## config.mk

```make
export PLATFORM = sky130hd
export DESIGN_NAME = tje_exec
export DESIGN_NICKNAME = d
export VERILOG_FILES = /design/src/rtl/tje_pkg.sv /design/src/rtl/tje_mem_if.sv /design/src/rtl/tje_arith.sv /design/src/rtl/tje_exec.sv /design/src/rtl/tje_mem_port.sv
export VERILOG_INCLUDE_DIRS = /design/src /design/src/rtl
export SDC_FILE = /design/constraint.sdc
export NUM_CORES = 1
export LEC_CHECK = 0
export ABC_AREA = 1
export BUFFER_PORTS_ARGS = -buffer_cell sky130_fd_sc_hd__buf_2
export CAP_MARGIN = 20
export CORE_AREA = 10 10 468 287
export DETAILED_ROUTE_END_ITERATION = 6
export DIE_AREA = 0 0 478 297
export SLEW_MARGIN = 5
export SYNTH_ARGS = -nofsm -noshare
export SYNTH_HDL_FRONTEND = slang
export SYNTH_SLANG_ARGS = --single-unit
```

## constraint.sdc

```tcl
create_clock -name clk_i -period 25 [get_ports clk_i]
set_input_delay 0 -clock clk_i [delete_from_list [all_inputs] [get_ports clk_i]]
set_output_delay 0 -clock clk_i [all_outputs]
set_load 0.005 [all_outputs]
```

## src/rtl/tje_regs.svh

```systemverilog
// constants for the transmit and jump execution block
// included by the package, by tje_exec and by the sim files
`ifndef TJE_REGS_SVH
`define TJE_REGS_SVH

// storage map: Q occupies one window, A the next one up
`define TJE_Q_BASE 15'h3200
`define TJE_Q_LAST 15'h33ff
`define TJE_A_BASE 15'h3400
`define TJE_A_LAST 15'h35ff

// accumulator and Q field positions
`define TJE_SIGN_BIT 71
`define TJE_Q_TOP 35
`define TJE_LINK_W 15

// operation codes
`define TJE_OPC_ADD_STORE 6'h3c
`define TJE_OPC_SUB_STORE 6'h3d
`define TJE_OPC_RETURN 6'h3e
`define TJE_OPC_INDEX 6'h21
`define TJE_OPC_THRESH 6'h22
`define TJE_OPC_EQUAL 6'h23
`define TJE_OPC_QJUMP 6'h24
`define TJE_OPC_MANUAL 6'h25
`define TJE_OPC_SIGN 6'h26

`endif

```

## src/rtl/tje_pkg.sv

```systemverilog
// types for the transmit and jump execution block
// assumes tje_regs.svh sits beside it
`include "tje_regs.svh"
package tje_pkg;

  typedef enum logic [3:0] {
    TJE_OP_NONE,
    TJE_OP_ADD_STORE,
    TJE_OP_SUB_STORE,
    TJE_OP_RETURN,
    TJE_OP_INDEX,
    TJE_OP_THRESH,
    TJE_OP_EQUAL,
    TJE_OP_QJUMP,
    TJE_OP_MANUAL,
    TJE_OP_SIGN
  } tje_op_type;

  typedef enum logic [2:0] {
    TJE_S_IDLE,
    TJE_S_FETCH,
    TJE_S_WAIT,
    TJE_S_EXEC,
    TJE_S_WRITE,
    TJE_S_HALT
  } tje_state_type;

  typedef struct packed {
    tje_state_type st;
    tje_op_type op;
    logic rep;
    logic u_is_a;
    logic [14:0] u;
    logic [14:0] v;
    logic [14:0] y;
    logic [71:0] acc;
    logic [35:0] q;
    logic [14:0] program_address_counter;
    logic [35:0] x;
    logic go;
    logic we;
    logic [14:0] wa;
    logic [35:0] wd;
    logic done;
    logic rep_end;
    logic halt;
  } tje_core_type;

  typedef struct packed {
    logic busy;
    logic req;
    logic we;
    logic [14:0] addr;
    logic [35:0] wdata;
    logic ack;
    logic [35:0] rdata;
  } tje_port_type;

endpackage

```

## src/rtl/tje_mem_if.sv

```systemverilog
// storage request channel between the executor and its storage port
// one-cycle go from the controller, one-cycle ack back
`timescale 1ns/1ps
`default_nettype none
interface tje_mem_if;
  logic go;
  logic we;
  logic [14:0] addr;
  logic [35:0] wdata;
  logic ack;
  logic [35:0] rdata;

  modport ctrl (output go, output we, output addr, output wdata, input ack, input rdata);
  modport port (input go, input we, input addr, input wdata, output ack, output rdata);
endinterface
`default_nettype wire

```

## src/rtl/tje_arith.sv

```systemverilog
// add or subtract of two words with end borrow out
// pure combinational, used for both the main sum and the zero test
`timescale 1ns/1ps
`default_nettype none
module tje_arith #(
  parameter int W = 72
) (
  // operands
  input wire logic [W-1:0] a_i,
  input wire logic [W-1:0] b_i,
  input wire logic sub_i,
  // result
  output logic [W-1:0] sum_o,
  output logic borrow_o
);
  logic [W:0] full;

  if (W < 2) begin : g_bad_w
    $error("tje_arith: width too small");
  end

  always_comb begin
    if (sub_i) begin
      full = {1'b0, a_i} - {1'b0, b_i};
    end else begin
      full = {1'b0, a_i} + {1'b0, b_i};
    end
  end

  assign sum_o = full[W-1:0];
  // on subtract the top bit is the borrow, on add the carry
  assign borrow_o = full[W];
endmodule
`default_nettype wire

```

## src/rtl/tje_exec.sv

```systemverilog
// transmit and jump execution: accumulator, Q and program address counter
// assumes one instruction is offered at a time and storage answers each request
//
// Operation
// - Add-and-store adds the double-length operand at u into A, then stores A right half at v unless v is A.
// - Subtract-and-store subtracts the double-length operand at u from A, then stores A right half at v unless v is A.
// - Return jump writes the instruction address plus one into the low 15 bits of u, keeps the rest, and loads v into the counter.
// - Index jump puts the operand at u minus one in A; on a clear sign it writes A right half to u and jumps to v, else continues.
// - Single threshold jump subtracts u from A, jumps to v on a set sign, else continues, and leaves A as it was.
// - Repeated threshold jump loads Q with the repeat state and jumps on a set sign, otherwise advances and tests the count.
// - Single equality jump jumps to v only on a zero difference, found by an end borrow after subtracting one, and keeps A.
// - Repeated equality jump on zero loads Q with the complemented counter and jumps; otherwise advances until the count runs out.
// - Q-jump takes u when the top bit of Q is one and v when zero, then rotates Q left one place.
// - Manual jump goes to v when the selector is 0, and for 1 to 3 only when the matching switch is set.
// - Sign jump loads u into the counter when the accumulator sign bit is one and v when it is zero.
// - Fetching through Q advances the counter and stops when it passes the last Q address into A.
`timescale 1ns/1ps
`default_nettype none
`include "tje_regs.svh"
module tje_exec
  import tje_pkg::*;
#(
  parameter int REP_W = 15
) (
  // clock and reset
  input wire logic clk_i,
  input wire logic sys_rst_i,
  // instruction offer
  input wire logic instr_valid_i,
  output logic instr_ready_o,
  input wire logic [5:0] opcode_i,
  input wire logic repeated_i,
  input wire logic [14:0] u_i,
  input wire logic [14:0] v_i,
  input wire logic [14:0] current_instruction_i,
  input wire logic [2:0] operator_jump_switch_i,
  output logic done_o,
  output logic rep_exhausted_o,
  // register loads from the rest of the machine
  input wire logic acc_load_i,
  input wire logic [71:0] acc_data_i,
  input wire logic q_load_i,
  input wire logic [35:0] q_data_i,
  input wire logic pak_load_i,
  input wire logic [14:0] pak_data_i,
  input wire logic next_instruction_adv_i,
  // machine state
  output logic [71:0] acc_o,
  output logic [35:0] q_o,
  output logic [14:0] program_address_counter_o,
  output logic halt_o,
  // storage pins
  output logic mem_req_o,
  output logic mem_we_o,
  output logic [14:0] mem_addr_o,
  output logic [35:0] mem_wdata_o,
  input wire logic mem_ack_i,
  input wire logic [35:0] mem_rdata_i
);
  tje_core_type r;
  tje_core_type n;
  tje_mem_if mem_ch ();

  logic [71:0] dx;
  logic [71:0] ar_a;
  logic [71:0] ar_b;
  logic ar_sub;
  logic [71:0] ar_sum;
  logic zero_borrow;
  logic [14:0] seq_addr;
  logic [14:0] pak_adv;
  logic [REP_W-1:0] rep_ones;
  tje_op_type dec_op;

  // repeat count lives in the low bits of the counter, so it cannot be wider
  if (REP_W < 1 || REP_W > 15) begin : g_bad_rep_w
    $error("tje_exec: REP_W must be 1 to 15");
  end

  function automatic logic in_q(input logic [14:0] a);
    in_q = (a >= `TJE_Q_BASE) && (a <= `TJE_Q_LAST);
  endfunction

  function automatic logic in_a(input logic [14:0] a);
    in_a = (a >= `TJE_A_BASE) && (a <= `TJE_A_LAST);
  endfunction

  always_comb begin
    case (opcode_i)
      `TJE_OPC_ADD_STORE: dec_op = TJE_OP_ADD_STORE;
      `TJE_OPC_SUB_STORE: dec_op = TJE_OP_SUB_STORE;
      `TJE_OPC_RETURN: dec_op = TJE_OP_RETURN;
      `TJE_OPC_INDEX: dec_op = TJE_OP_INDEX;
      `TJE_OPC_THRESH: dec_op = TJE_OP_THRESH;
      `TJE_OPC_EQUAL: dec_op = TJE_OP_EQUAL;
      `TJE_OPC_QJUMP: dec_op = TJE_OP_QJUMP;
      `TJE_OPC_MANUAL: dec_op = TJE_OP_MANUAL;
      `TJE_OPC_SIGN: dec_op = TJE_OP_SIGN;
      default: dec_op = TJE_OP_NONE;
    endcase
  end

  // double-length operand: right half sign-extended
  assign dx = {{36{r.x[35]}}, r.x};

  // main adder: A plus or minus D(X), or the index decrement
  always_comb begin
    ar_a = r.acc;
    ar_b = dx;
    ar_sub = 1'b1;
    case (r.op)
      TJE_OP_ADD_STORE: ar_sub = 1'b0;
      TJE_OP_INDEX: begin
        // u naming A means A itself is the operand, kept whole, so only the decrement applies
        ar_a = r.u_is_a ? r.acc : dx;
        ar_b = 72'h1;
      end
      default: ar_sub = 1'b1;
    endcase
  end

  tje_arith #(
    .W(72)
  ) u_main (
    .a_i(ar_a),
    .b_i(ar_b),
    .sub_i(ar_sub),
    .sum_o(ar_sum),
    .borrow_o()
  );

  // zero test: a difference of zero is the only one that borrows out of bit 71
  tje_arith #(
    .W(72)
  ) u_zero (
    .a_i(ar_sum),
    .b_i(72'h1),
    .sub_i(1'b1),
    .sum_o(),
    .borrow_o(zero_borrow)
  );

  tje_mem_port u_port (
    .clk_i(clk_i),
    .sys_rst_i(sys_rst_i),
    .ch(mem_ch.port),
    .mem_req_o(mem_req_o),
    .mem_we_o(mem_we_o),
    .mem_addr_o(mem_addr_o),
    .mem_wdata_o(mem_wdata_o),
    .mem_ack_i(mem_ack_i),
    .mem_rdata_i(mem_rdata_i)
  );

  assign seq_addr = 15'(r.y + 15'h1);
  assign pak_adv = 15'(r.program_address_counter + 15'h1);
  assign rep_ones = '1;

  always_comb begin
    n = r;
    n.go = 1'b0;
    n.done = 1'b0;
    n.rep_end = 1'b0;
    case (r.st)
      TJE_S_IDLE: begin
        if (acc_load_i) begin
          n.acc = acc_data_i;
        end
        if (q_load_i) begin
          n.q = q_data_i;
        end
        if (pak_load_i) begin
          n.program_address_counter = pak_data_i;
        end else if (next_instruction_adv_i) begin
          n.program_address_counter = pak_adv;
          // running on through Q must stop at the first A address
          if (pak_adv == `TJE_A_BASE) begin
            n.halt = 1'b1;
            n.st = TJE_S_HALT;
          end
        end
        if (instr_valid_i && !n.halt) begin
          n.op = dec_op;
          n.rep = repeated_i;
          n.u = u_i;
          n.v = v_i;
          n.y = current_instruction_i;
          n.u_is_a = in_a(u_i);
          n.st = TJE_S_FETCH;
        end
      end
      TJE_S_FETCH: begin
        n.st = TJE_S_EXEC;
        case (r.op)
          TJE_OP_QJUMP, TJE_OP_MANUAL, TJE_OP_SIGN, TJE_OP_NONE: n.st = TJE_S_EXEC;
          default: begin
            if (in_q(r.u)) begin
              n.x = r.q;
            end else if (r.u_is_a) begin
              n.x = r.acc[35:0];
            end else begin
              n.go = 1'b1;
              n.we = 1'b0;
              n.wa = r.u;
              n.st = TJE_S_WAIT;
            end
          end
        endcase
      end
      TJE_S_WAIT: begin
        if (mem_ch.ack) begin
          n.x = mem_ch.rdata;
          n.st = TJE_S_EXEC;
        end
      end
      TJE_S_EXEC: begin
        n.st = TJE_S_IDLE;
        n.done = 1'b1;
        n.wa = r.v;
        n.wd = ar_sum[35:0];
        case (r.op)
          TJE_OP_ADD_STORE, TJE_OP_SUB_STORE: begin
            n.acc = ar_sum;
            n.done = 1'b0;
            n.st = TJE_S_WRITE;
          end
          TJE_OP_RETURN: begin
            n.wa = r.u;
            n.wd = {r.x[35:`TJE_LINK_W], seq_addr};
            n.program_address_counter = r.v;
            n.done = 1'b0;
            n.st = TJE_S_WRITE;
          end
          TJE_OP_INDEX: begin
            n.acc = ar_sum;
            if (ar_sum[`TJE_SIGN_BIT]) begin
              n.program_address_counter = seq_addr;
            end else begin
              n.program_address_counter = r.v;
              n.wa = r.u;
              n.done = 1'b0;
              n.st = TJE_S_WRITE;
            end
          end
          TJE_OP_THRESH, TJE_OP_EQUAL: begin
            // A is never written here, which is the restore
            if ((r.op == TJE_OP_THRESH) ? ar_sum[`TJE_SIGN_BIT] : zero_borrow) begin
              if (r.rep) begin
                n.q = {21'h0, ~r.program_address_counter};
              end
              n.program_address_counter = r.v;
            end else if (!r.rep) begin
              n.program_address_counter = seq_addr;
            end else if (pak_adv[REP_W-1:0] == rep_ones) begin
              n.program_address_counter = seq_addr;
              n.rep_end = 1'b1;
            end else begin
              n.program_address_counter = pak_adv;
              n.done = 1'b0;
              n.st = TJE_S_FETCH;
            end
          end
          TJE_OP_QJUMP: begin
            n.program_address_counter = r.q[`TJE_Q_TOP] ? r.u : r.v;
            n.q = {r.q[34:0], r.q[`TJE_Q_TOP]};
          end
          TJE_OP_MANUAL: begin
            // selector travels in the low bits of the u field
            if (r.u[1:0] == 2'h0 || operator_jump_switch_i[2'(r.u[1:0] - 2'h1)]) begin
              n.program_address_counter = r.v;
            end else begin
              n.program_address_counter = seq_addr;
            end
          end
          TJE_OP_SIGN: begin
            n.program_address_counter = r.acc[`TJE_SIGN_BIT] ? r.u : r.v;
          end
          default: n.program_address_counter = seq_addr;
        endcase
        if (n.st == TJE_S_WRITE) begin
          // A as destination is dropped, Q as destination stays local
          if (in_a(n.wa)) begin
            n.st = TJE_S_IDLE;
            n.done = 1'b1;
          end else if (in_q(n.wa)) begin
            n.q = n.wd;
            n.st = TJE_S_IDLE;
            n.done = 1'b1;
          end else begin
            n.go = 1'b1;
            n.we = 1'b1;
          end
        end
      end
      TJE_S_WRITE: begin
        if (mem_ch.ack) begin
          n.st = TJE_S_IDLE;
          n.done = 1'b1;
        end
      end
      TJE_S_HALT: n.st = TJE_S_HALT;
      default: n.st = TJE_S_IDLE;
    endcase
  end

  always_ff @(posedge clk_i or posedge sys_rst_i) begin
    if (sys_rst_i) begin
      r <= '0;
    end else begin
      r <= n;
    end
  end

  assign mem_ch.go = r.go;
  assign mem_ch.we = r.we;
  assign mem_ch.addr = r.wa;
  assign mem_ch.wdata = r.wd;

  assign instr_ready_o = (r.st == TJE_S_IDLE) && !r.halt;
  assign done_o = r.done;
  assign rep_exhausted_o = r.rep_end;
  assign acc_o = r.acc;
  assign q_o = r.q;
  assign program_address_counter_o = r.program_address_counter;
  assign halt_o = r.halt;
endmodule
`default_nettype wire

```

## src/rtl/tje_mem_port.sv

```systemverilog
// storage port: turns one-cycle requests into a held request on the pins
// assumes the store raises mem_ack_i once per request, read data valid with it
`timescale 1ns/1ps
`default_nettype none
module tje_mem_port
  import tje_pkg::*;
(
  // clock and reset
  input wire logic clk_i,
  input wire logic sys_rst_i,
  // controller side
  tje_mem_if.port ch,
  // storage pins
  output logic mem_req_o,
  output logic mem_we_o,
  output logic [14:0] mem_addr_o,
  output logic [35:0] mem_wdata_o,
  input wire logic mem_ack_i,
  input wire logic [35:0] mem_rdata_i
);
  tje_port_type r;
  tje_port_type n;

  always_comb begin
    n = r;
    n.ack = 1'b0;
    if (!r.busy && ch.go) begin
      n.busy = 1'b1;
      n.req = 1'b1;
      n.we = ch.we;
      n.addr = ch.addr;
      n.wdata = ch.wdata;
    end else if (r.busy && mem_ack_i) begin
      n.busy = 1'b0;
      n.req = 1'b0;
      n.ack = 1'b1;
      n.rdata = mem_rdata_i;
    end
  end

  always_ff @(posedge clk_i or posedge sys_rst_i) begin
    if (sys_rst_i) begin
      r <= '0;
    end else begin
      r <= n;
    end
  end

  assign mem_req_o = r.req;
  assign mem_we_o = r.we;
  assign mem_addr_o = r.addr;
  assign mem_wdata_o = r.wdata;
  assign ch.ack = r.ack;
  assign ch.rdata = r.rdata;
endmodule
`default_nettype wire

```

Yosys cells after proc, flatten, opt, wreduce, memory -nomap -nowiden
Index checks and enable logic that the tools add are counted.

cells by class
  $add $sub $neg = 6
  magnitude comparators = 9
  equal/unequal tests = 43
  mux-type cells = 82
  bitwise operators = 2
  reduce and logical (&&, ||, !) cells = 33

operator list
  cell                     number
  $mux W72                 6
  $mux W36                 10
  $pmux W123 S2            1
  $mux W15                 11
  $pmux W36 S2             2
  $pmux W15 S7             1
  $mux W37                 2
  $sub A72 B1 Y73 const B  1
  $add A72 B72 Y72         1
  $sub A72 B72 Y72         1
  $ge A15 B14 Y1 const B   4
  $le A15 B14 Y1 const B   4
  $eq A6 B6 Y1 const B     9
  $mux W54                 1
  $mux W53                 1
  $pmux W4 S9              1
  $mux W17                 2
  $pmux W17 S2             1
  $add A15 B1 Y15 const B  2
  $mux W3                  10
  $pmux W15 S2             1
  $mux W1                  20
  $ne A2 B2 Y1 const B     10
  $pmux W3 S6              1
  other kinds (35)         72

storage, ports and cells
  bits in registers = 360
  bits of input ports = 222
  output and inout port bits = 180
  logic and storage cells = 200

Depth between registers and ports, before layout
Gate-level depths: netlist of the first run.

  depth after elaboration = 13
  gate-level depth with buffers = 49
  gate-level depth less buffers = 45

By module
Synthesis of the first run repeated with hierarchy kept, for this count alone.

second synthesis, totals
  cells, all modules = 6608
  area, all modules = 38605.8 µm²

by module, submodules not included
  module        times used  cells an instance  area each (µm²)  sequential area each (µm²)
  tje_arith     2           1864               8917.3           0.0
  tje_exec      1           2493               17237.8          6731.5
  tje_mem_port  1           387                3533.4           2252.2

Worst setup path before layout of the first run
No wires, ideal clock.

  kind = reg2reg
  start point = reg r[263] (netlist bit)
  end point = reg r, in the netlist q_o[10]
  library setup time = 0.124 ns
  arrival = 6.133 ns
  data required time = 24.876 ns
  path slack = 18.744 ns
  cell stages (with the launch flop) = 42
  buffers on the path = 5
  period minus slack after synthesis = 6.256 ns
  cells stage by stage = dfrtp_1 nor2_4 nand2_4 inv_2 buf_2 buf_1 nor2_1 ha_1 inv_1 nor3_1 nand2_1 nor3_1 nand3_1 nor2_1 nand4_1 nor3_1 nand2_1 inv_1 [6 not listed] nor2_1 nand2_1 nor4_1 a21oi_1 nand2_1 nand2_4 nand2_4 nand2_4 buf_6 nand2_1 o21ai_2 nor3_2 nand4_4 inv_4 buf_6 nand2_1 nand3_1 a21oi_1

between the ends
  cells in the longest elaborated chain, start to end = 13
  elaborated cells between the ends (all ways) = 37
  classes of those cells = 3 x add/sub; 4 x order compare; 8 x eq/ne; 18 x mux; 4 x reduce/logical

RTL lines
  what                                                                      line             RTL
  start, declared                                                           tje_exec.sv:60   tje_core_type r;
  start signal, assigned                                                    tje_exec.sv:310  r <= n;
  parallel branches: the longest is 11 deep, another holds $sub A72 B1 Y73  --
  $mux W36 (*)                                                              tje_exec.sv:280  if (n.st == TJE_S_WRITE) begin
  $pmux W123 S2 (*)                                                         tje_exec.sv:164  case (r.st)

Every way passes the cells marked *. The select of a mux whose other input is x is not followed.
A chain may end at the register's enable or synchronous reset.

Worst setup path in the final report of the first run
  start point = reg r[263] (netlist bit)
  end point = reg r, in the netlist q_o[18]

Same word-level chain as after synthesis.

==> results.txt, run 1 <==
Clock power share - 49.4%
Inserted Clock Buffers - 43
Syn Area/Cell - 6.38 um2
RSZ-0062 raised after global routing - no
# DRC - 0
Setup TNS - 0 ps
Sequential area share after synthesis - 31.2%
Vias in the first global route - 31,000
Hold Crit Class - input pin to flip-flop
Drt wl/cell - 21.9 um
Core area - 126,000 um2
Synth Cell Area - 28,800 um2
Crit start category - flip-flop
Post-DP HPWL - 117,000 um
Clk_skew - 66.3 ps
Max transition margin - 21.3%
Status - complete, no violations
Sw frac - 25.3%
Max-capacitance violation count - 0
GRT Overall Usage - 19.6%
Largest net degree at the start of global routing - 127
Combinational power share - 5.9%
Peak VDD IR - 0.0455 mV
DRT Pass-1 Iters - 6
Crit Path Max Fanout - 32
Slowest cell delay on critical path - 960 ps
Critical path class - flip-flop to flip-flop
CP endpoint kind - flip-flop
Post-route cell area - 35,400 um2
Post-DRT Antenna Nets - 0
Dominant synthesized flop cell - dfrtp_1
Number of distinct library cells after synthesis - 53
Clock root buffer - clkbuf_16
Hold Violations, Final - 0
Critical Path AT - 11,540 ps
Die ar. - 142,000 um2
Iteration-0 DRC Markers - 3,540
Synth Instances - 4,507
Global-route wire length before repair - 212,000 um
CTS clk-pin slew, worst paths - 70 ps
Clock tree buffer depth - 3
Req. time, crit path - 25,460 ps
Power Density - 37.3 nW/um2
Vias per cell - 4.83
Seq pwr share - 44.7%
P&R area growth vs syn - 23.1%
Placed Area - 31,600 um2
Initial antenna violation count - 12
Commonest cells after routing, fill and taps aside - nand2_1, inv_1, o21ai_0
Worst hold slack - 21.9 ps
# setup viols final - 0
GRT overflow - 0
Die Height - 297 um
Std cell rows - 101
Number of H-tree levels - 2
Final #Nets - 5,224
Fill cell count - 14,000
Period utilisation layout - 44.3%
Fin util - 28.2%
NetSw - 0.335 mW
Clock Latency Late Sink - 640 ps
Commonest non-fill, non-tap cell in the layout - nand2_1
Top cell by count, worst path - nand2_1
Gpl congestion - 0.975
Layout cell share with drive strength beyond 1 - 11.9%
Initial Utilization - 22.9%
CTS sink count - 359
DR vias - 32,100
I/O Buffers - 401
Post-synth ARST share - 100%
Area of the multi-input gates - 15,600 um2
Number of flops mapped to enable cells by yosys - 0
Max Slew Vio Count - 0
Top Ports - 402
Die width - 478 um
Sequential cell area - 8980 um2
Max frequency - 0.0902 GHz
CTS tree - done
Syn nets - 4,807
Slew @ Worst Pin - 1170 ps
Leakage - 18.1 nW
Crit path time final - 11,080 ps
Max stage delay cell, worst path - nand2_1
Yosys reg bits - 359
Wirelength, routed - 146,000 um
Internal power - 0.987 mW
Synth warnings - 0
final timing paths:
kind                                       from                endpoint  slack [ps]  cells past startpoint
setup / recovery                         r[263]                 q_o[18]       13920                     37
min in group asynchronous             sys_rst_i  u_port.mem_wdata_o[33]         160                      3
setup reg to reg                         r[263]                 q_o[18]       13920                     37
hold reg to reg            u_port.mem_addr_o[9]    u_port.mem_addr_o[9]         480                      2
hold / removal                      opcode_i[3]                  r[264]          20                      8
max in group asynchronous             sys_rst_i               acc_o[60]       22030                      6
layer usage:
metal  vias up  routed length (um)  GRT usage [%]
met5         -                  35              0
met4         8                4300           5.20
met3       182               14100           4.74
met2      1384               59400           28.4
met1     15400               68100           28.5
li1      15200                   -              -
logic make-up (layout without fill, tap and decap cells):
kind of cell	after synthesis	in the layout	share of synthesized area, %
flops	359	359	31.2
simple gates	2000	2000	28.3
mux	36	36	1.41
other cells	0	3	0
compound gates	944	944	17.9
buf+inv	997	1446	14.8
xor+xnor	93	93	2.83
fa+ha+maj	78	78	3.42
state kept, by name, indices dropped and copies added, names as in the netlist, 15 cells and up:
signal	count
mem_ch.addr	15
mem_ch.wdata	36
u_port.mem_addr_o	15
program_address_counter_o	15
r	54
acc_o	72
u_port.ch.rdata	36
u_port.mem_wdata_o	36
q_o	36
dx	36
power groups by stage:
stage | clock [mW] | combinational [mW] | sequential (mW)
floorplan | 0 | 0.0175 | 0.601
global placement | 0 | 0.0505 | 0.602
detailed placement | 0 | 0.0508 | 0.602
CTS | 0.667 | 0.0787 | 0.591
global route | 0.691 | 0.0855 | 0.591
finish | 0.653 | 0.0779 | 0.591
final cells by class:
cell class | count | area share (%)
Multi-Input combinational cell | 3151 | 43.9
Sequential cell | 359 | 25.4
Timing Repair Buffer | 675 | 13.3
Inverter | 694 | 7.40
Tap cell | 1699 | 6.00
Clock buffer | 62 | 3.49
Clock inverter | 15 | 0.530
Antenna cell | 3 | 0.0212
synth_stat cells, drive strengths merged (9+ instances only):
library cell  instances  area, um2
a21oi               216       1080
a221oi                9       78.8
buf                 153       1100
clkbuf              150        563
dfrtp               359       8980
ha                   77        963
inv                 690       2590
mux2                 36        405
nand2              1270       4810
nand3               208       1040
nand3b               28        210
nand4                36        240
nor2                408       1560
nor3                 30        155
nor4                 12       75.1
o211ai               26        195
o21ai               537       2710
o21bai                9       67.6
o221ai               17        149
o22a                 12        105
o22ai                92        576
xnor2                35        307
xor2                 58        508
critical path: cells and delay by family (launching register included):
kind            cells  cell delay [ps]
compound gates      5             1640
fa+ha+maj           2              610
flops               1              450
xor+xnor            1              740
simple gates       25             6850
buf+inv             4              560
through the flow:
| stage | cells | power (mW) | setup slack, ps |
|---|---|---|---|
| after floorplan | 4507 | 0.619 | 15040 |
| after global placement | 6337 | 0.652 | 14500 |
| after detailed placement | 6339 | 0.653 | 14430 |
| after CTS | 6654 | 1.34 | 14350 |
| after global routing | 6655 | 1.37 | 13150 |
| final | 6658 | 1.32 | 13920 |
timing repair:
action | in CTS | in global routing
setup endpoints to repair | 0 | 0
gates resized for setup | 0 | 0
endpoints found under the hold margin | 336 | 0
hold buffers | 238 | 0
buffers inserted | 0 | 0
Power figures use the tool's default switching activity.
==> inputs of run 2 (changes only) <==
Clock period 25 ns to 10.35 ns, I/O delays scaled along.
==> run 2 against run 1 <==
Via count is 0.69% higher. Clock skew is 24 ps lower. Hold slack worse by 12 ps. Total power is 150% higher. Routed wire length is 0.19% higher. Non-clock buffer count is 2 higher. Sequential power is 140% higher. Setup slack worse by 13000 ps. Critical path depth is 5 higher. Die area stayed put. Critical path type unchanged. Largest cell class unchanged. Highest routed layer unchanged.
==> results.txt, run 2 (synthesis gave the netlist of run 1 again) <==
Inserted Clock Buffers - 43 (unchanged)
Initial antenna violation count - 21 (+9)
Top cell by count, worst path - nand2_1
Hold Crit Class - input pin to flip-flop
Top Ports - 402 (unchanged)
Die ar. - 142,000 um2 (unchanged)
Die width - 478 um (unchanged)
Core area - 126,000 um2 (unchanged)
Number of H-tree levels - 2 (unchanged)
Initial Utilization - 22.9% (unchanged)
Gpl congestion - 0.979 (+0.50%)
Status - complete, no violations
Period utilisation layout - 92.5% (+48 points)
Post-DRT Antenna Nets - 0 (unchanged)
Drt wl/cell - 22.0 um (+0.13%)
Slowest cell delay on critical path - 710 ps (-250 ps)
Largest net degree at the start of global routing - 104 (-18%)
Clk_skew - 42.7 ps (-23.6 ps)
Clock tree buffer depth - 3 (unchanged)
Hold_sp - acc_data_i[13]
Power Density - 91.7 nW/um2 (+150%)
Peak VDD IR - 0.104 mV (+130%)
Die Height - 297 um (unchanged)
CTS clk-pin slew, worst paths - 60 ps (about the same)
DR vias - 32,400 (+0.69%)
Max transition margin - 24.7% (+3.4 points)
Crit path time final - 9580 ps (-1510 ps)
R2R Path Start - r[263]
Iteration-0 DRC Markers - 3,805 (+7.5%)
Max Slew Vio Count - 0 (unchanged)
Global-route wire length before repair - 213,000 um (+0.22%)
Vias in the first global route - 30,800 (-0.62%)
Fin util - 28.2% (+0.036 points)
GRT Overall Usage - 19.6% (+0.036 points)
Origin of the worst setup path - r[263]
Max stage delay cell, worst path - nand4_1
Slew @ Worst Pin - 1120 ps (-50.8 ps)
Fill cell count - 14,000 (-0.043%)
# DRC - 0 (unchanged)
CTS sink count - 359 (unchanged)
Hold Violations, Final - 0 (unchanged)
CP endpoint kind - flip-flop
Critical path class - flip-flop to flip-flop
I/O Buffers - 401 (unchanged)
Wirelength, routed - 146,000 um (+0.19%)
Setup TNS - 0 ps (unchanged)
Commonest non-fill, non-tap cell in the layout - nand2_1
Clock Latency Late Sink - 630 ps (about the same)
P&R area growth vs syn - 23.3%
Leakage - 18.1 nW (about the same)
Crit Path Max Fanout - 32 (unchanged)
Critical Path AT - 10,040 ps (-1500 ps)
Total setup buffers inserted after CTS - 0 (unchanged)
Commonest cells after routing, fill and taps aside - nand2_1, inv_1, o21ai_0
# setup viols final - 0 (unchanged)
Req. time, crit path - 10,820 ps (-14,640 ps)
Max frequency - 0.104 GHz (+16%)
RSZ-0062 raised after global routing - no
Post-DP HPWL - 117,000 um (+0.20%)
Std cell rows - 101 (unchanged)
Crit start category - flip-flop
Clock root buffer - clkbuf_16
Max reg flops - 72 (unchanged)
CTS tree - done
GRT overflow - 0 (unchanged)
Vias per cell - 4.86 (+0.63%)
Max-capacitance violation count - 0 (unchanged)
Final #Nets - 5,226 (+0.038%)
Layout cell share with drive strength beyond 1 - 12.1% (+0.19 points)
DRT Pass-1 Iters - 6 (unchanged)
==> run 2: cell type report <==
| class | count | area (um2) | share of cell area, % |
|---|---|---|---|
| clock inverter | 19 | 226 | 0.639 |
| sequential | 359 | 8980 | 25.3 |
| tap | 1699 | 2130 | 5.99 |
| multi-input combinational | 3151 | 15600 | 43.9 |
| clock buffer | 59 | 1240 | 3.49 |
| timing repair buffer | 677 | 4700 | 13.3 |
| antenna | 4 | 10.0 | 0.0282 |
| inverter | 694 | 2620 | 7.40 |
==> run 2: timing repair <==
item                       in CTS  in global routing
resized for setup               0                  1
hold buffers                  236                  0
setup endpoints to repair       0                 21
hold endpoints to repair      308                  0
==> run 2: where the power goes <==
group / internal, mW / leakage, nW / switching [mW] / total, mW
Sequential: 1.42 / 4.12 / 0.00550 / 1.43
Clock: 0.919 / 0.704 / 0.718 / 1.64
Combinational: 0.0934 / 13.3 / 0.0932 / 0.187
==> run 2: worst paths after layout <==
check	end	slack (ps)	depth (start not counted)
worst max-delay path	q_o[21]	770	42
worst min-delay path	acc_o[13]	10	3
worst max register to register	q_o[21]	770	42
worst min register to register	u_port.mem_addr_o[13]	480	2
max in group asynchronous	dx[5]	8660	4
min in group asynchronous	u_port.mem_we_o	130	3
==> run 2: stage by stage <==
stage / hold WS [ps] / power (mW) / setup WS [ps] / cell area, um2 / std cells
after detailed placement: 202 / 1.58 / 840 / 31600 / 6343
after floorplan: 96.7 / 1.49 / 388 / 28800 / 4507
after global placement: 200 / 1.57 / 740 / 31600 / 6342
after CTS: 1.35 / 3.29 / 785 / 35400 / 6657
final: 10.1 / 3.25 / 774 / 35500 / 6662
after global routing: 1.09 / 3.36 / 75.0 / 35500 / 6661
==> run 2: per-layer routing <==
metal | track usage (%) | wire, um | up-vias
met2 | 28.3 | 59400 | 1457
li1 | - | - | 15200
met3 | 5.10 | 14300 | 189
met1 | 28.6 | 68400 | 15500
met5 | 0 | 153 | -
met4 | 4.85 | 4020 | 24
==> run 2: critical path: cells and delay by family (launching register included) <==
kind                       cells  cell delay (ps)
AOI/OAI and AO/OA              3              340
adders and majority gates      2              600
buffers and inverters          6             1190
DFF                            1              450
and+or+nand+nor               31             6800
